===== config.mk =====
export PLATFORM = sky130hd
export DESIGN_NAME = wct_regs
export DESIGN_NICKNAME = d
export VERILOG_FILES = /design/src/design/wct_pkg.sv /design/src/design/wct_sample_scale.sv /design/src/design/wct_regs.sv
export VERILOG_INCLUDE_DIRS = /design/src /design/src/design
export SDC_FILE = /design/constraint.sdc
export NUM_CORES = 2
export LEC_CHECK = 0
export BUFFER_PORTS_ARGS = -buffer_cell sky130_fd_sc_hd__buf_4
export CAP_MARGIN = 0
export CORE_MARGIN = 2
export CORE_UTILIZATION = 57
export CTS_CLUSTER_SIZE = 20
export DETAILED_ROUTE_END_ITERATION = 10
export PLACE_DENSITY = 0.87
export SLEW_MARGIN = 15
export SYNTH_ARGS = -nofsm -noshare
export SYNTH_HDL_FRONTEND = slang
export SYNTH_SLANG_ARGS = --single-unit

===== constraint.sdc =====
create_clock -name clock_i -period 2.45 [get_ports clock_i]
set_clock_uncertainty 0.15 [all_clocks]
set_input_delay 0.49 -clock clock_i [delete_from_list [all_inputs] [get_ports clock_i]]
set_output_delay 0.49 -clock clock_i [all_outputs]
set_load 0.02 [all_outputs]

===== src/design/wct_map.svh =====
`ifndef WCT_MAP_SVH
`define WCT_MAP_SVH

// ************************************************************
// register word addresses
// ************************************************************
`define WCT_ADDR_MANUAL      16'h8000
`define WCT_ADDR_DI_A        16'h8001
`define WCT_ADDR_DI_B        16'h8002
`define WCT_ADDR_DI_C        16'h8003
`define WCT_ADDR_V_NOM       16'h8004
`define WCT_ADDR_SAG_EN      16'h8005
`define WCT_ADDR_SAG_PCT     16'h8006
`define WCT_ADDR_SAG_HC      16'h8007
`define WCT_ADDR_SWELL_EN    16'h8008
`define WCT_ADDR_SWELL_PCT   16'h8009
`define WCT_ADDR_SPARE       16'h800A
`define WCT_ADDR_I_NOM       16'h800B
`define WCT_ADDR_OC_EN       16'h800C
`define WCT_ADDR_OC_PCT      16'h800D
`define WCT_ADDR_ERASE_WAVE  16'h800E
`define WCT_ADDR_ERASE_PQ    16'h800F
`define WCT_ADDR_SELECT      16'h8E00
`define WCT_ADDR_WIN_GROUP   16'h8E01
`define WCT_ADDR_STATUS      16'h8E02
`define WCT_ADDR_NEWEST      16'h8E03
`define WCT_ADDR_WIN_FIRST   16'h8E04
`define WCT_ADDR_WIN_LAST    16'h8E43

// ************************************************************
// reset values
// ************************************************************
`define WCT_RST_V_NOM        16'h0190
`define WCT_RST_SAG_PCT      16'h0032
`define WCT_RST_SAG_HC       16'h000A
`define WCT_RST_SWELL_PCT    16'h0064
`define WCT_RST_I_NOM        16'h1388
`define WCT_RST_OC_PCT       16'h0064

// ************************************************************
// command and status codes
// ************************************************************
`define WCT_CMD_MANUAL       16'h00AA
`define WCT_CMD_ERASE        16'h0055
`define WCT_STAT_VALID       16'h000B
`define WCT_STAT_INVALID     16'h00FF
`define WCT_STAT_CLEARING    16'h00AA
`define WCT_GROUP_MAX        16'h0064
`define WCT_DI_COUNT         14

// ************************************************************
// sample scaling gains, q16, raw in 10 mV or 0.1 mA units
// ************************************************************
`define WCT_GAIN_VOLT        18'h0_603C
`define WCT_GAIN_AMP         18'h0_2B17
`define WCT_GAIN_AMP_333     18'h1_9645
`define WCT_SAT_POS          16'h7FFF
`define WCT_SAT_NEG          16'h8000

`endif


===== src/design/wct_pkg.sv =====
package wct_pkg;
    typedef enum logic [1:0] {
        WCT_IDLE,
        WCT_LOADING,
        WCT_CLEARING
    } wct_state_type;

    typedef enum logic [2:0] {
        WCT_CAUSE_NONE,
        WCT_CAUSE_MANUAL,
        WCT_CAUSE_DIGITAL,
        WCT_CAUSE_SAG,
        WCT_CAUSE_SWELL,
        WCT_CAUSE_OVERCURRENT
    } wct_cause_type;

    typedef enum logic [2:0] {
        WCT_THREE_PHASE_FOUR_WIRE,
        WCT_THREE_PHASE_THREE_WIRE_LINE,
        WCT_TWO_ELEMENT_LINE,
        WCT_SINGLE_PHASE_NEUTRAL,
        WCT_SINGLE_PHASE_LINE
    } wct_wiring_type;
endpackage


===== src/design/wct_sample_scale.sv =====
`timescale 1ns/10ps
`include "wct_map.svh"

module wct_sample_scale
    import wct_pkg::*;
(
    // clock and reset
    input  wire logic        clock_i,
    input  wire logic        rstn_i,
    // raw sample in
    input  wire logic        in_valid_i,
    input  wire logic [5:0]  in_index_i,
    input  wire logic        in_current_i,
    input  wire logic        in_last_i,
    input  wire logic [15:0] in_sample_i,
    input  wire logic        ct_333mv_i,
    // scaled sample out
    output logic             out_valid_o,
    output logic [5:0]       out_index_o,
    output logic             out_last_o,
    output logic [15:0]      out_sample_o
);
    logic        valid_q, valid_d;
    logic [5:0]  index_q, index_d;
    logic        last_q, last_d;
    logic [15:0] sample_q, sample_d;
    logic [17:0] gain;
    logic signed [34:0] product;
    logic signed [18:0] shifted;

    // gain pick, values are secondary-side quantities, no ratio applied
    // secondary side, no ratio
    always_comb begin
        // voltage gain
        gain = `WCT_GAIN_VOLT;
        if (in_current_i) begin
            // ordinary current gain
            // 333 mV sensor gain
            gain = ct_333mv_i ? `WCT_GAIN_AMP_333 : `WCT_GAIN_AMP;
        end
        product = $signed(in_sample_i) * $signed({1'b0, gain});
        shifted = product[34:16];
        valid_d = in_valid_i;
        index_d = in_index_i;
        last_d  = in_valid_i & in_last_i;
        // clamp to signed word range
        if (shifted > 19'sd32767) begin
            sample_d = `WCT_SAT_POS;
        end else if (shifted < -19'sd32768) begin
            sample_d = `WCT_SAT_NEG;
        end else begin
            sample_d = shifted[15:0];
        end
    end

    // one pipeline stage
    always_ff @(posedge clock_i or negedge rstn_i) begin
        if (!rstn_i) begin
            valid_q  <= 1'b0;
            index_q  <= 6'h00;
            last_q   <= 1'b0;
            sample_q <= 16'h0000;
        end else begin
            valid_q  <= valid_d;
            index_q  <= index_d;
            last_q   <= last_d;
            sample_q <= sample_d;
        end
    end

    assign out_valid_o  = valid_q;
    assign out_index_o  = index_q;
    assign out_last_o   = last_q;
    assign out_sample_o = sample_q;

    scale_voltage_a: assert property (@(posedge clock_i) disable iff (!rstn_i)
        in_valid_i && !in_current_i && in_sample_i == 16'h0400
        |=> out_valid_o && out_sample_o == 16'h0180)
        else $error("voltage scaling wrong");
    scale_333_a: assert property (@(posedge clock_i) disable iff (!rstn_i)
        in_valid_i && in_current_i && ct_333mv_i && in_sample_i == 16'h0400
        |=> out_sample_o == 16'h0659)
        else $error("333 mV current scaling wrong");
endmodule // wct_sample_scale


===== src/design/wct_regs.sv =====
// Overview of operation
// write group number, then read its waveform
// one waveform group exposed at a time
// group valid only up to newest group
// status reads 0x0B valid, 0xFF, 0xAA clearing
// 64 signed sample words, read only
// voltage sample over 37.59105 gives volts
// current sample over 1683.153 gives amperes
// 333 mV sensor: divide by 15869.87
// recovered values are transformer secondary side
// rated voltage line type in line wirings; code flags three-wire and two-element line only, not single-phase line
// two-bit digital input trigger codes per input
// trigger stores record, advances newest number
`timescale 1ns/10ps
`include "wct_map.svh"

module wct_regs
    import wct_pkg::*;
(
    // clock and reset
    input  wire logic           clock_i,
    input  wire logic           rstn_i,
    // register access, read and preset words
    input  wire logic           acc_valid_i,
    input  wire logic           acc_write_i,
    input  wire logic [15:0]    acc_addr_i,
    input  wire logic [15:0]    acc_wdata_i,
    output logic                resp_valid_o,
    output logic                resp_err_o,
    output logic [15:0]         resp_rdata_o,
    // trigger sources, wiring mode and 333 mV sensor select
    input  wire logic [13:0]    digital_input_i,
    input  wire logic           sag_event_i,
    input  wire logic           swell_event_i,
    input  wire logic           overcurrent_event_i,
    input  wire wct_wiring_type wiring_mode_i,
    input  wire logic           ct_333mv_i,
    // record store
    output logic                capture_req_o,
    output wct_cause_type       capture_cause_o,
    output logic [15:0]         capture_group_o,
    output logic                erase_req_o,
    input  wire logic           erase_done_i,
    output logic                pq_clear_o,
    output logic                fetch_req_o,
    output logic [15:0]         fetch_group_o,
    input  wire logic           fetch_valid_i,
    input  wire logic [5:0]     fetch_index_i,
    input  wire logic           fetch_current_i,
    input  wire logic           fetch_last_i,
    input  wire logic [15:0]    fetch_sample_i,
    // settings toward the measurement front end
    output logic                nominal_line_o,
    output logic [15:0]         voltage_nominal_o,
    output logic [15:0]         sag_threshold_o,
    output logic [15:0]         sag_cycles_o,
    output logic [15:0]         swell_threshold_o,
    output logic [15:0]         current_nominal_o,
    output logic [15:0]         overcurrent_threshold_o
);
    // ************************************************************
    // state
    // ************************************************************
    logic [15:0]   cfg_q [16];
    logic [15:0]   cfg_d [16];
    logic [15:0]   select_q, select_d, wgroup_q, wgroup_d;
    logic [15:0]   status_q, status_d, newest_q, newest_d;
    logic [15:0]   rdata_q, rdata_d;
    logic [15:0]   cap_grp_q, cap_grp_d, fgrp_q, fgrp_d;
    logic [13:0]   di_q;
    logic          rvalid_q, rerr_q, rerr_d;
    logic          cap_q, cap_d, erase_q, erase_d, pq_q, pq_d, freq_q, freq_d;
    logic          line_q, line_d;
    wct_cause_type cause_q, cause_d;
    wct_state_type state_q, state_d;
    logic [15:0]   win_q [64];
    logic [15:0]   win_d [64];
    logic [13:0]   di_hit;
    logic          sc_valid, sc_last;
    logic [5:0]    sc_index;
    logic [15:0]   sc_sample;
    logic          wr, map_ok, ro_hit, sel_ok;
    logic [3:0]    cfg_idx;

    // decodes used by both read and write paths
    function automatic logic is_cfg(input logic [15:0] a);
        return a[15:4] == `WCT_ADDR_MANUAL >> 4;
    endfunction
    function automatic logic is_win(input logic [15:0] a);
        return a >= `WCT_ADDR_WIN_FIRST && a <= `WCT_ADDR_WIN_LAST;
    endfunction
    function automatic logic di_fire(input logic [1:0] code, input logic was, input logic now);
        return (code[0] & ~was & now) | (code[1] & was & ~now);
    endfunction

    // ************************************************************
    // digital input triggers
    // ************************************************************
    // per-input two-bit edge codes
    for (genvar gi = 0; gi < `WCT_DI_COUNT; gi++) begin : g_di
        if (gi < 6) begin : g_a
            assign di_hit[gi] = di_fire(cfg_q[1][2*gi +: 2], di_q[gi], digital_input_i[gi]);
        end else if (gi < 10) begin : g_b
            assign di_hit[gi] = di_fire(cfg_q[2][2*(gi-6) +: 2], di_q[gi],
                                        digital_input_i[gi]);
        end else begin : g_c
            assign di_hit[gi] = di_fire(cfg_q[3][2*(gi-10) +: 2], di_q[gi],
                                        digital_input_i[gi]);
        end
    end

    // scaled samples into the window
    wct_sample_scale u_scale (
        .clock_i      (clock_i),
        .rstn_i       (rstn_i),
        .in_valid_i   (fetch_valid_i && state_q == WCT_LOADING),
        .in_index_i   (fetch_index_i),
        .in_current_i (fetch_current_i),
        .in_last_i    (fetch_last_i),
        .in_sample_i  (fetch_sample_i),
        .ct_333mv_i   (ct_333mv_i),
        .out_valid_o  (sc_valid),
        .out_index_o  (sc_index),
        .out_last_o   (sc_last),
        .out_sample_o (sc_sample)
    );

    // ************************************************************
    // next state of registers, triggers and retrieval
    // ************************************************************
    always_comb begin
        cfg_d    = cfg_q;
        win_d    = win_q;
        select_d = select_q;
        wgroup_d = wgroup_q;
        status_d = status_q;
        newest_d = newest_q;
        cap_grp_d = cap_grp_q;
        fgrp_d   = fgrp_q;
        state_d  = state_q;
        cap_d    = 1'b0;
        cause_d  = WCT_CAUSE_NONE;
        erase_d  = 1'b0;
        pq_d     = 1'b0;
        freq_d   = 1'b0;
        cfg_idx  = acc_addr_i[3:0];
        wr       = acc_valid_i && acc_write_i;
        // select only within recorded groups
        sel_ok   = acc_wdata_i != 16'h0000 && acc_wdata_i <= newest_q
                   && acc_wdata_i <= `WCT_GROUP_MAX;
        ro_hit   = acc_addr_i == `WCT_ADDR_STATUS || acc_addr_i == `WCT_ADDR_NEWEST
                   || is_win(acc_addr_i);
        map_ok   = is_cfg(acc_addr_i) || acc_addr_i == `WCT_ADDR_SELECT
                   || acc_addr_i == `WCT_ADDR_WIN_GROUP || ro_hit;
        rerr_d   = acc_valid_i && (!map_ok || (acc_write_i && ro_hit));
        // rated voltage is line voltage in three-wire and two-element line wirings, not in single-phase line
        line_d   = wiring_mode_i == WCT_THREE_PHASE_THREE_WIRE_LINE
                   || wiring_mode_i == WCT_TWO_ELEMENT_LINE;
        // read path, reserved word reads zero
        rdata_d  = 16'h0000;
        if (acc_valid_i && !acc_write_i) begin
            if (is_cfg(acc_addr_i) && acc_addr_i != `WCT_ADDR_SPARE) begin
                rdata_d = cfg_q[cfg_idx];
            end else if (acc_addr_i == `WCT_ADDR_SELECT) begin
                rdata_d = select_q;
            end else if (acc_addr_i == `WCT_ADDR_WIN_GROUP) begin
                rdata_d = wgroup_q;
            end else if (acc_addr_i == `WCT_ADDR_STATUS) begin
                rdata_d = status_q;
            end else if (acc_addr_i == `WCT_ADDR_NEWEST) begin
                rdata_d = newest_q;
            end else if (is_win(acc_addr_i)) begin
                rdata_d = win_q[6'(acc_addr_i - `WCT_ADDR_WIN_FIRST)];
            end
        end
        // configuration writes, spare word ignored
        if (wr && is_cfg(acc_addr_i) && acc_addr_i != `WCT_ADDR_SPARE) begin
            cfg_d[cfg_idx] = acc_wdata_i;
        end
        if (wr && acc_addr_i == `WCT_ADDR_WIN_GROUP) begin
            wgroup_d = acc_wdata_i;
        end
        // window fill from the scaler
        if (sc_valid && state_q == WCT_LOADING) begin
            win_d[sc_index] = sc_sample;
        end
        case (state_q)
            WCT_IDLE: begin
                // trigger priority, manual first
                if (wr && acc_addr_i == `WCT_ADDR_MANUAL && acc_wdata_i == `WCT_CMD_MANUAL) begin
                    cause_d = WCT_CAUSE_MANUAL;
                end else if (|di_hit) begin
                    cause_d = WCT_CAUSE_DIGITAL;
                end else if (sag_event_i && cfg_q[5][0]) begin
                    cause_d = WCT_CAUSE_SAG;
                end else if (swell_event_i && cfg_q[8][0]) begin
                    cause_d = WCT_CAUSE_SWELL;
                end else if (overcurrent_event_i && cfg_q[12][0]) begin
                    cause_d = WCT_CAUSE_OVERCURRENT;
                end
                if (cause_d != WCT_CAUSE_NONE) begin
                    cap_d     = 1'b1;
                    newest_d  = newest_q == `WCT_GROUP_MAX ? 16'h0001 : newest_q + 16'h0001;
                    cap_grp_d = newest_d;
                end
                // selector write of an in-range group starts a window load
                if (wr && acc_addr_i == `WCT_ADDR_SELECT) begin
                    select_d = acc_wdata_i;
                    // invalid until the load completes
                    status_d = `WCT_STAT_INVALID;
                    if (sel_ok) begin
                        freq_d  = 1'b1;
                        fgrp_d  = acc_wdata_i;
                        state_d = WCT_LOADING;
                    end
                end
                // erase marks window as clearing
                if (wr && acc_addr_i == `WCT_ADDR_ERASE_WAVE && acc_wdata_i == `WCT_CMD_ERASE) begin
                    erase_d  = 1'b1;
                    cap_d    = 1'b0;
                    freq_d   = 1'b0;
                    newest_d = 16'h0000;
                    status_d = `WCT_STAT_CLEARING;
                    state_d  = WCT_CLEARING;
                end
            end
            WCT_LOADING: begin
                // one group in the window at a time
                if (sc_valid && sc_last) begin
                    status_d = `WCT_STAT_VALID;
                    wgroup_d = fgrp_q;
                    state_d  = WCT_IDLE;
                end
            end
            WCT_CLEARING: begin
                if (erase_done_i) begin
                    status_d = `WCT_STAT_INVALID;
                    cfg_d[14] = 16'h0000;
                    state_d  = WCT_IDLE;
                end
            end
            default: begin
                state_d = WCT_IDLE;
            end
        endcase
        // quality event clear is a one-shot request
        if (wr && acc_addr_i == `WCT_ADDR_ERASE_PQ && acc_wdata_i == `WCT_CMD_ERASE) begin
            pq_d = 1'b1;
        end
    end

    // ************************************************************
    // registers
    // ************************************************************
    always_ff @(posedge clock_i or negedge rstn_i) begin
        if (!rstn_i) begin
            for (int i = 0; i < 16; i++) begin
                cfg_q[i] <= 16'h0000;
            end
            cfg_q[4]  <= `WCT_RST_V_NOM;
            cfg_q[6]  <= `WCT_RST_SAG_PCT;
            cfg_q[7]  <= `WCT_RST_SAG_HC;
            cfg_q[9]  <= `WCT_RST_SWELL_PCT;
            cfg_q[11] <= `WCT_RST_I_NOM;
            cfg_q[13] <= `WCT_RST_OC_PCT;
            for (int i = 0; i < 64; i++) begin
                win_q[i] <= 16'h0000;
            end
            select_q  <= 16'h0000;
            wgroup_q  <= 16'h0000;
            status_q  <= `WCT_STAT_INVALID;
            newest_q  <= 16'h0000;
            rdata_q   <= 16'h0000;
            cap_grp_q <= 16'h0000;
            fgrp_q    <= 16'h0000;
            di_q      <= 14'h0000;
            rvalid_q  <= 1'b0;
            rerr_q    <= 1'b0;
            cap_q     <= 1'b0;
            erase_q   <= 1'b0;
            pq_q      <= 1'b0;
            freq_q    <= 1'b0;
            line_q    <= 1'b0;
            cause_q   <= WCT_CAUSE_NONE;
            state_q   <= WCT_IDLE;
        end else begin
            cfg_q     <= cfg_d;
            win_q     <= win_d;
            select_q  <= select_d;
            wgroup_q  <= wgroup_d;
            status_q  <= status_d;
            newest_q  <= newest_d;
            rdata_q   <= rdata_d;
            cap_grp_q <= cap_grp_d;
            fgrp_q    <= fgrp_d;
            di_q      <= digital_input_i;
            rvalid_q  <= acc_valid_i;
            rerr_q    <= rerr_d;
            cap_q     <= cap_d;
            erase_q   <= erase_d;
            pq_q      <= pq_d;
            freq_q    <= freq_d;
            line_q    <= line_d;
            cause_q   <= cause_d;
            state_q   <= state_d;
        end
    end

    // outputs straight from flops
    assign resp_valid_o            = rvalid_q;
    assign resp_err_o              = rerr_q;
    assign resp_rdata_o            = rdata_q;
    assign capture_req_o           = cap_q;
    assign capture_cause_o         = cause_q;
    assign capture_group_o         = cap_grp_q;
    assign erase_req_o             = erase_q;
    assign pq_clear_o              = pq_q;
    assign fetch_req_o             = freq_q;
    assign fetch_group_o           = fgrp_q;
    assign nominal_line_o          = line_q;
    assign voltage_nominal_o       = cfg_q[4];
    assign sag_threshold_o         = cfg_q[6];
    assign sag_cycles_o            = cfg_q[7];
    assign swell_threshold_o       = cfg_q[9];
    assign current_nominal_o       = cfg_q[11];
    assign overcurrent_threshold_o = cfg_q[13];

    // ************************************************************
    // checks
    // ************************************************************
    fetch_on_select_a: assert property (@(posedge clock_i) disable iff (!rstn_i)
        state_q == WCT_IDLE && acc_valid_i && acc_write_i && acc_addr_i == `WCT_ADDR_SELECT
        && acc_wdata_i != 16'h0000 && acc_wdata_i <= newest_q
        && !(wr && acc_addr_i == `WCT_ADDR_ERASE_WAVE)
        |=> fetch_req_o && fetch_group_o == $past(acc_wdata_i))
        else $error("valid select did not start a fetch");
    select_reject_a: assert property (@(posedge clock_i) disable iff (!rstn_i)
        state_q == WCT_IDLE && acc_valid_i && acc_write_i && acc_addr_i == `WCT_ADDR_SELECT
        && acc_wdata_i > newest_q
        |=> !fetch_req_o && status_q == `WCT_STAT_INVALID)
        else $error("out of range select accepted");
    erase_status_a: assert property (@(posedge clock_i) disable iff (!rstn_i)
        state_q == WCT_IDLE && wr && acc_addr_i == `WCT_ADDR_ERASE_WAVE
        && acc_wdata_i == `WCT_CMD_ERASE
        |=> status_q == `WCT_STAT_CLEARING && newest_q == 16'h0000 && erase_req_o)
        else $error("erase did not show clearing");
    load_valid_a: assert property (@(posedge clock_i) disable iff (!rstn_i)
        state_q == WCT_LOADING && sc_valid && sc_last
        |=> status_q == `WCT_STAT_VALID && wgroup_q == $past(fgrp_q))
        else $error("window not valid after last sample");
    window_write_a: assert property (@(posedge clock_i) disable iff (!rstn_i)
        state_q == WCT_LOADING && sc_valid
        |=> win_q[$past(sc_index)] == $past(sc_sample))
        else $error("window sample not stored");
    di_rise_a: assert property (@(posedge clock_i) disable iff (!rstn_i)
        state_q == WCT_IDLE && !acc_valid_i && cfg_q[1][1:0] == 2'b01
        && !di_q[0] && digital_input_i[0]
        |=> capture_req_o && capture_cause_o == WCT_CAUSE_DIGITAL)
        else $error("digital rise did not trigger");
    di_off_a: assert property (@(posedge clock_i) disable iff (!rstn_i)
        (cfg_q[1] | cfg_q[2] | cfg_q[3]) == 16'h0000 && !acc_valid_i
        && !sag_event_i && !swell_event_i && !overcurrent_event_i
        |=> !capture_req_o)
        else $error("disabled trigger fired");
    newest_adv_a: assert property (@(posedge clock_i) disable iff (!rstn_i)
        capture_req_o |-> newest_q != $past(newest_q) && capture_group_o == newest_q)
        else $error("newest group not advanced");
    nominal_line_a: assert property (@(posedge clock_i) disable iff (!rstn_i)
        wiring_mode_i == WCT_TWO_ELEMENT_LINE ##1 wiring_mode_i == WCT_TWO_ELEMENT_LINE
        |-> nominal_line_o)
        else $error("line wiring not flagged");
endmodule // wct_regs


* Word-level counts from Yosys, hierarchy flattened
Index checks and enable logic that the tools add are counted.
Storage, ports and cells: bits in registers 1442, bits of input ports 83, output and inout port bits 154, logic and storage cells 344
Cells by class: add/sub/neg operators 2, multiply operators 1, order comparisons 11, eq/ne operators 20, multiplexer cells 60, bitwise logic cells 102, reductions and logical operators 47
Operators by type and width (number):
- $bwmux 1024 | 1
- $mux 16 | 27
- $bwmux 256 | 1
- $eq 16x16->1 const B | 7
- $bmux 16 s6 | 1
- $demux 16 s6 | 1
- $bmux 16 s4 | 1
- $demux 16 s4 | 1
- $and 1x1->1 | 57
- $pmux 16 s3 | 1
- $mul 16x19->35 | 1
- $eq 16x7->1 const B | 2
- $mux 32 | 1
- $not 1->1 | 28
- $logic_and 1x1->1 | 26
- $mux 3 | 7
- $gt 19x16->1 const B | 1
- $lt 19x16->1 const B | 1
- $mux 18 | 1
- $mux 17 | 1
- $add 16x1->16 const B | 1
- $eq 16x8->1 const B | 1
- $ge 16x16->1 const B | 1
- $le 16x16->1 | 1
- other kinds (32) | 72

* Logic depth before layout (Yosys ltp)
depth in word-level cells 12, depth in mapped cells 28

* By module
From an unflattened synthesis, not the netlist that was laid out.
Unflattened totals: cells, all modules 5397, area total of the unflattened synthesis 73954.7 sq um
Modules (own cells, without submodules):
- wct_regs | times used 1, cells each 4461, area an instance 65125.0 sq um, sequential area each 35186.2 sq um
- wct_sample_scale | times used 1, cells each 936, area an instance 8829.7 sq um, sequential area each 600.6 sq um

* Least setup slack after synthesis
No wires, ideal clock.
path type in2reg, from input ct_333mv_i, to register u_scale.sample_q[6], in the netlist u_scale.out_sample_o[6], library setup time 0.137 ns, data arrival time 7.012 ns, path slack -4.849 ns, stages 24, buffers on the path 3, path through clkbuf_1 -> clkinv_1 -> nor3_1 -> fa_1 -> fa_1 -> inv_1 -> fa_1 -> fa_1 -> inv_1 -> fa_1 -> inv_1 -> fa_1 -> inv_1 -> ha_1 -> clkbuf_1 -> nand2_1 -> nor3_1 -> nand4_1 -> or3_1 -> a21oi_1 -> a311oi_1 -> o31ai_1 -> clkbuf_1 -> o31ai_1
On the way: word-level cells in the longest chain between the ends 6
RTL lines:
- start: declaration | RTL line wct_regs.sv:37 | input wire logic ct_333mv_i,
- $mux 17 (no line) (*)
- $mux 18 (*) | RTL line wct_sample_scale.sv:36 | if (in_current_i) begin
- $mul 16x19->35 (*) | RTL line wct_sample_scale.sv:41 | product = $signed(in_sample_i) * $signed({1'b0, gain});
- $lt 19x16->1 | RTL line wct_sample_scale.sv:49 | end else if (shifted < -19'sd32768) begin
- $mux 16 | RTL line wct_sample_scale.sv:49
- $mux 16 (*) | RTL line wct_sample_scale.sv:47 | if (shifted > 19'sd32767) begin
- via u_scale.sample_d[6] | RTL line wct_sample_scale.sv:26 | logic [15:0] sample_q, sample_d;
- end signal: assignment | RTL line wct_sample_scale.sv:67 | sample_q <= sample_d;
- end: declaration | RTL line wct_sample_scale.sv:26
The timed path passes the listed nets; every way through them passes the cells marked *. A chain may end at the register's enable or synchronous reset.

* Worst setup path after layout
from input fetch_current_i, to register u_scale.sample_q[8], in the netlist u_scale.out_sample_o[8]
On the way: word-level cells in the longest chain between the ends 5
RTL lines:
- start: declaration | RTL line wct_regs.sv:49 | input wire logic fetch_current_i,
- $mux 18 (*) | RTL line wct_sample_scale.sv:36
- $mul 16x19->35 (*) | RTL line wct_sample_scale.sv:41
- $lt 19x16->1 | RTL line wct_sample_scale.sv:49
- $mux 16 | RTL line wct_sample_scale.sv:49
- $mux 16 (*) | RTL line wct_sample_scale.sv:47
- via u_scale.sample_d[8] | RTL line wct_sample_scale.sv:26
Marks and branches as above.

==> reports/metrics.yaml <==
outcome: "finished, violations left"
violations: "setup timing"
fin_setup_tns_ns: -62.61
delay_contributed_by_the_slowest_stage_of_the_critical_path_ns: 0.56
slew_headroom_pct: 18.41
chipHeight_um: 364.5
initial_cell_density_of_the_core_pct: 57.28
synth_common_cells: "dfrtp_1 (1407), mux2_2 (1267), mux4_2 (412)"
yosysWarnings: 0
timing_hold_violations_final: 0
synth_top_area_share_pct: 47.53
die_width_um: 364.5
gp_congestion: 0.9385
worst_pin_slew_ns: 1.224
placedCellCount: 7401
async_flop_share_pct: 100.0
postSynthCellCount: 5278
worst_path_buffer_plus_inverter_count: 11
grt_first_pass_wirelength_mm: 336.0
critical_path.max_fanout: 7
final_net_count: 6335
initialDrtViolationCount: 6022
route.vias.total: 50700
place.detailed.hpwl_mm: 139.4
nFillCells: 7488
finalWirelength_mm: 225.7
final_design_area_no_fill_um2: 90270
globalRouteOverflowTotal: 0
grt_start_max_net_pins: 117
number_of_antenna_violations_at_the_first_check_in_global_routing: 10
setup.worst_path.start_class: "primary input"
detail-route-antenna-nets: 0
yosys.area.top_type: "dfrtp_1"
tritoncts_num_sinks: 1429
yosys.cell_count.top_type: "dfrtp_1"
layout.cells.non_filler: 7766
cts_tree: "yes"
clock_pin_transition_on_the_worst_setup_and_hold_timing_paths_ns: 0.06
final.period_utilization_pct: 240.9
root_buffer: "clkbuf_16"
largestRegisters: "win_q x1024, cfg_q x160"
drt-pass1-iter-count: 5
worst_r2r_path_depth: 6
synthesis.area_per_instance_um2: 14.04
final_core_util_pct: 69.80
leakage_nw: 44.17
routed_vias_inst: 6.529
synth.yosys.seq_area_share_pct: 48.31
synthTopCellsByArea: "dfrtp_1 (48%), mux2_2 (19%), mux4_2 (13%)"
critical_path.most_common_cell: "fa_1"
setup.worst_path.end_class: "register"
min_period_ns: 5.902
ratio_of_cells_with_drive_above_1_in_the_final_layout_pct: 53.38
required_ns: 2.99
timing.final.max_slew_violations: 0
largest_reg_flops: 1024
rsz0062_at_grt: "yes"
die_area_um2: 132900
setup_viol: 69
synth-edff-count: 0
clk_path_buf_depth: 3
pin_count: 237
total_nets_after_synthesis: 5712
dp_worst_setup_slack_ns: -4.638
cell_with_the_largest_stage_delay_on_the_worst_path: "fa_1"
postLayoutSetupSlackWorst_ns: -3.452
port_buffers: 236
placedInstanceArea_um2: 83040
min-delay-path-class: "in2async"
synth.distinct_cells: 74
regMostFlops: "win_q"
fp-row-count: 132
remaining_drc_errors: 0
achievable-frequency_mhz: 169.4
synthFlopType: "dfrtp_1"
placeableCoreArea_um2: 129300
first_global_vias: 54340
routedWlPerCell_um: 29.06
max_ir_drop_vdd_uv: 2004
yosys_register_bits: 1429
max_cap_violations: 0
cpLargestDelayFamily: "adder cells"
power_mw: 73.06
worst-path-stages: 26
areaGrowthSynthToFinish_pct: 21.85
worst-endpoint-arrival_ns: 6.44
worstSetupPathType: "in2reg"
syn_area_um2: 74080
h-tree-depth: 4
cellPowerDensity_nw_per_um2: 809.4
numCtsBuffers: 146
insertion_delay_ns: 0.79
hold_ws_ns: 0.09759
global_route.usage.total_pct: 33.75
-- layer usage --
| metal | global-route usage, % | routed length [µm] |
|---|---|---|
| met5 | 0 | 82 |
| met4 | 21.17 | 16580 |
| met3 | 8.314 | 21370 |
| met2 | 53.77 | 107200 |
| met1 | 41.65 | 80420 |
-- layout make-up --
class	instances	area, µm²	share of cell area [%]
multi-input combinational	2999	36390	40.32
clock inverter	64	779.5	0.8636
inverter	348	1364	1.511
sequential	1429	35830	39.69
antenna	3	7.507	0.008317
tap	1742	2180	2.415
clock buffer	204	4277	4.738
timing repair buffer	977	9442	10.46
-- final timing paths --
| check | slack [ns] | from | to |
|---|---|---|---|
| min reg2reg | 0.23 | cfg_q[93] | cfg_q[93] |
| max | -3.45 | fetch_current_i | u_scale.out_sample_o[8] |
| min in group clock_i | 0.10 | acc_wdata_i[12] | cfg_q[28] |
| max in group asynchronous | 0.99 | rstn_i | win_q[807] |
| max reg2reg | -0.61 | win_q[947] | resp_rdata_o[3] |
| min | 0.1 | rstn_i | capture_group_o[8] |
-- power breakdown --
group          total [mW]  switching, mW  internal [mW]
sequential           25.6           1.78           23.8
combinational        23.9           13.0           10.9
clock                23.5           9.86           13.7
-- layout by cell type (no fill, tap or decap), types with 33 or more instances in the layout --
| master | netlist | routed |
|---|---|---|
| a21oi_1 | 88 | 55 |
| buf_12 | 0 | 129 |
| buf_4 | 107 | 775 |
| clkbuf_16 | 0 | 156 |
| dfrtp_1 | 1407 | 1389 |
| dlygate4sd3_1 | 0 | 33 |
| fa_1 | 186 | 173 |
| ha_1 | 165 | 142 |
| inv_1 | 345 | 315 |
| mux2_2 | 1267 | 1236 |
| mux4_2 | 412 | 412 |
| nand2_1 | 231 | 188 |
| nor2_1 | 147 | 98 |
| o21ai_0 | 87 | 38 |
| o21ai_1 | 10 | 42 |
-- timing repair --
| action | in CTS | in global routing |
|---|---|---|
| resized for setup | 119 | 155 |
| setup buffers | 24 | 27 |
| endpoints found under the setup margin | 146 | 579 |
| pin swaps | 38 | 71 |
| cloned | 4 | 7 |
| endpoints found under the hold margin | 683 | 0 |
| hold buffers | 33 | 0 |
-- cell families after synthesis --
kind of cell	synth area share [%]
adder cells (fa/ha/maj)	7.813
other	0.005062
buffers and inverters	4.966
AND/OR/NAND/NOR	3.564
flip-flops	48.31
AO/OA/AOI/OAI	2.858
XOR/XNOR	0.4020
multiplexers	32.08
(Power assumes the default switching activity.)
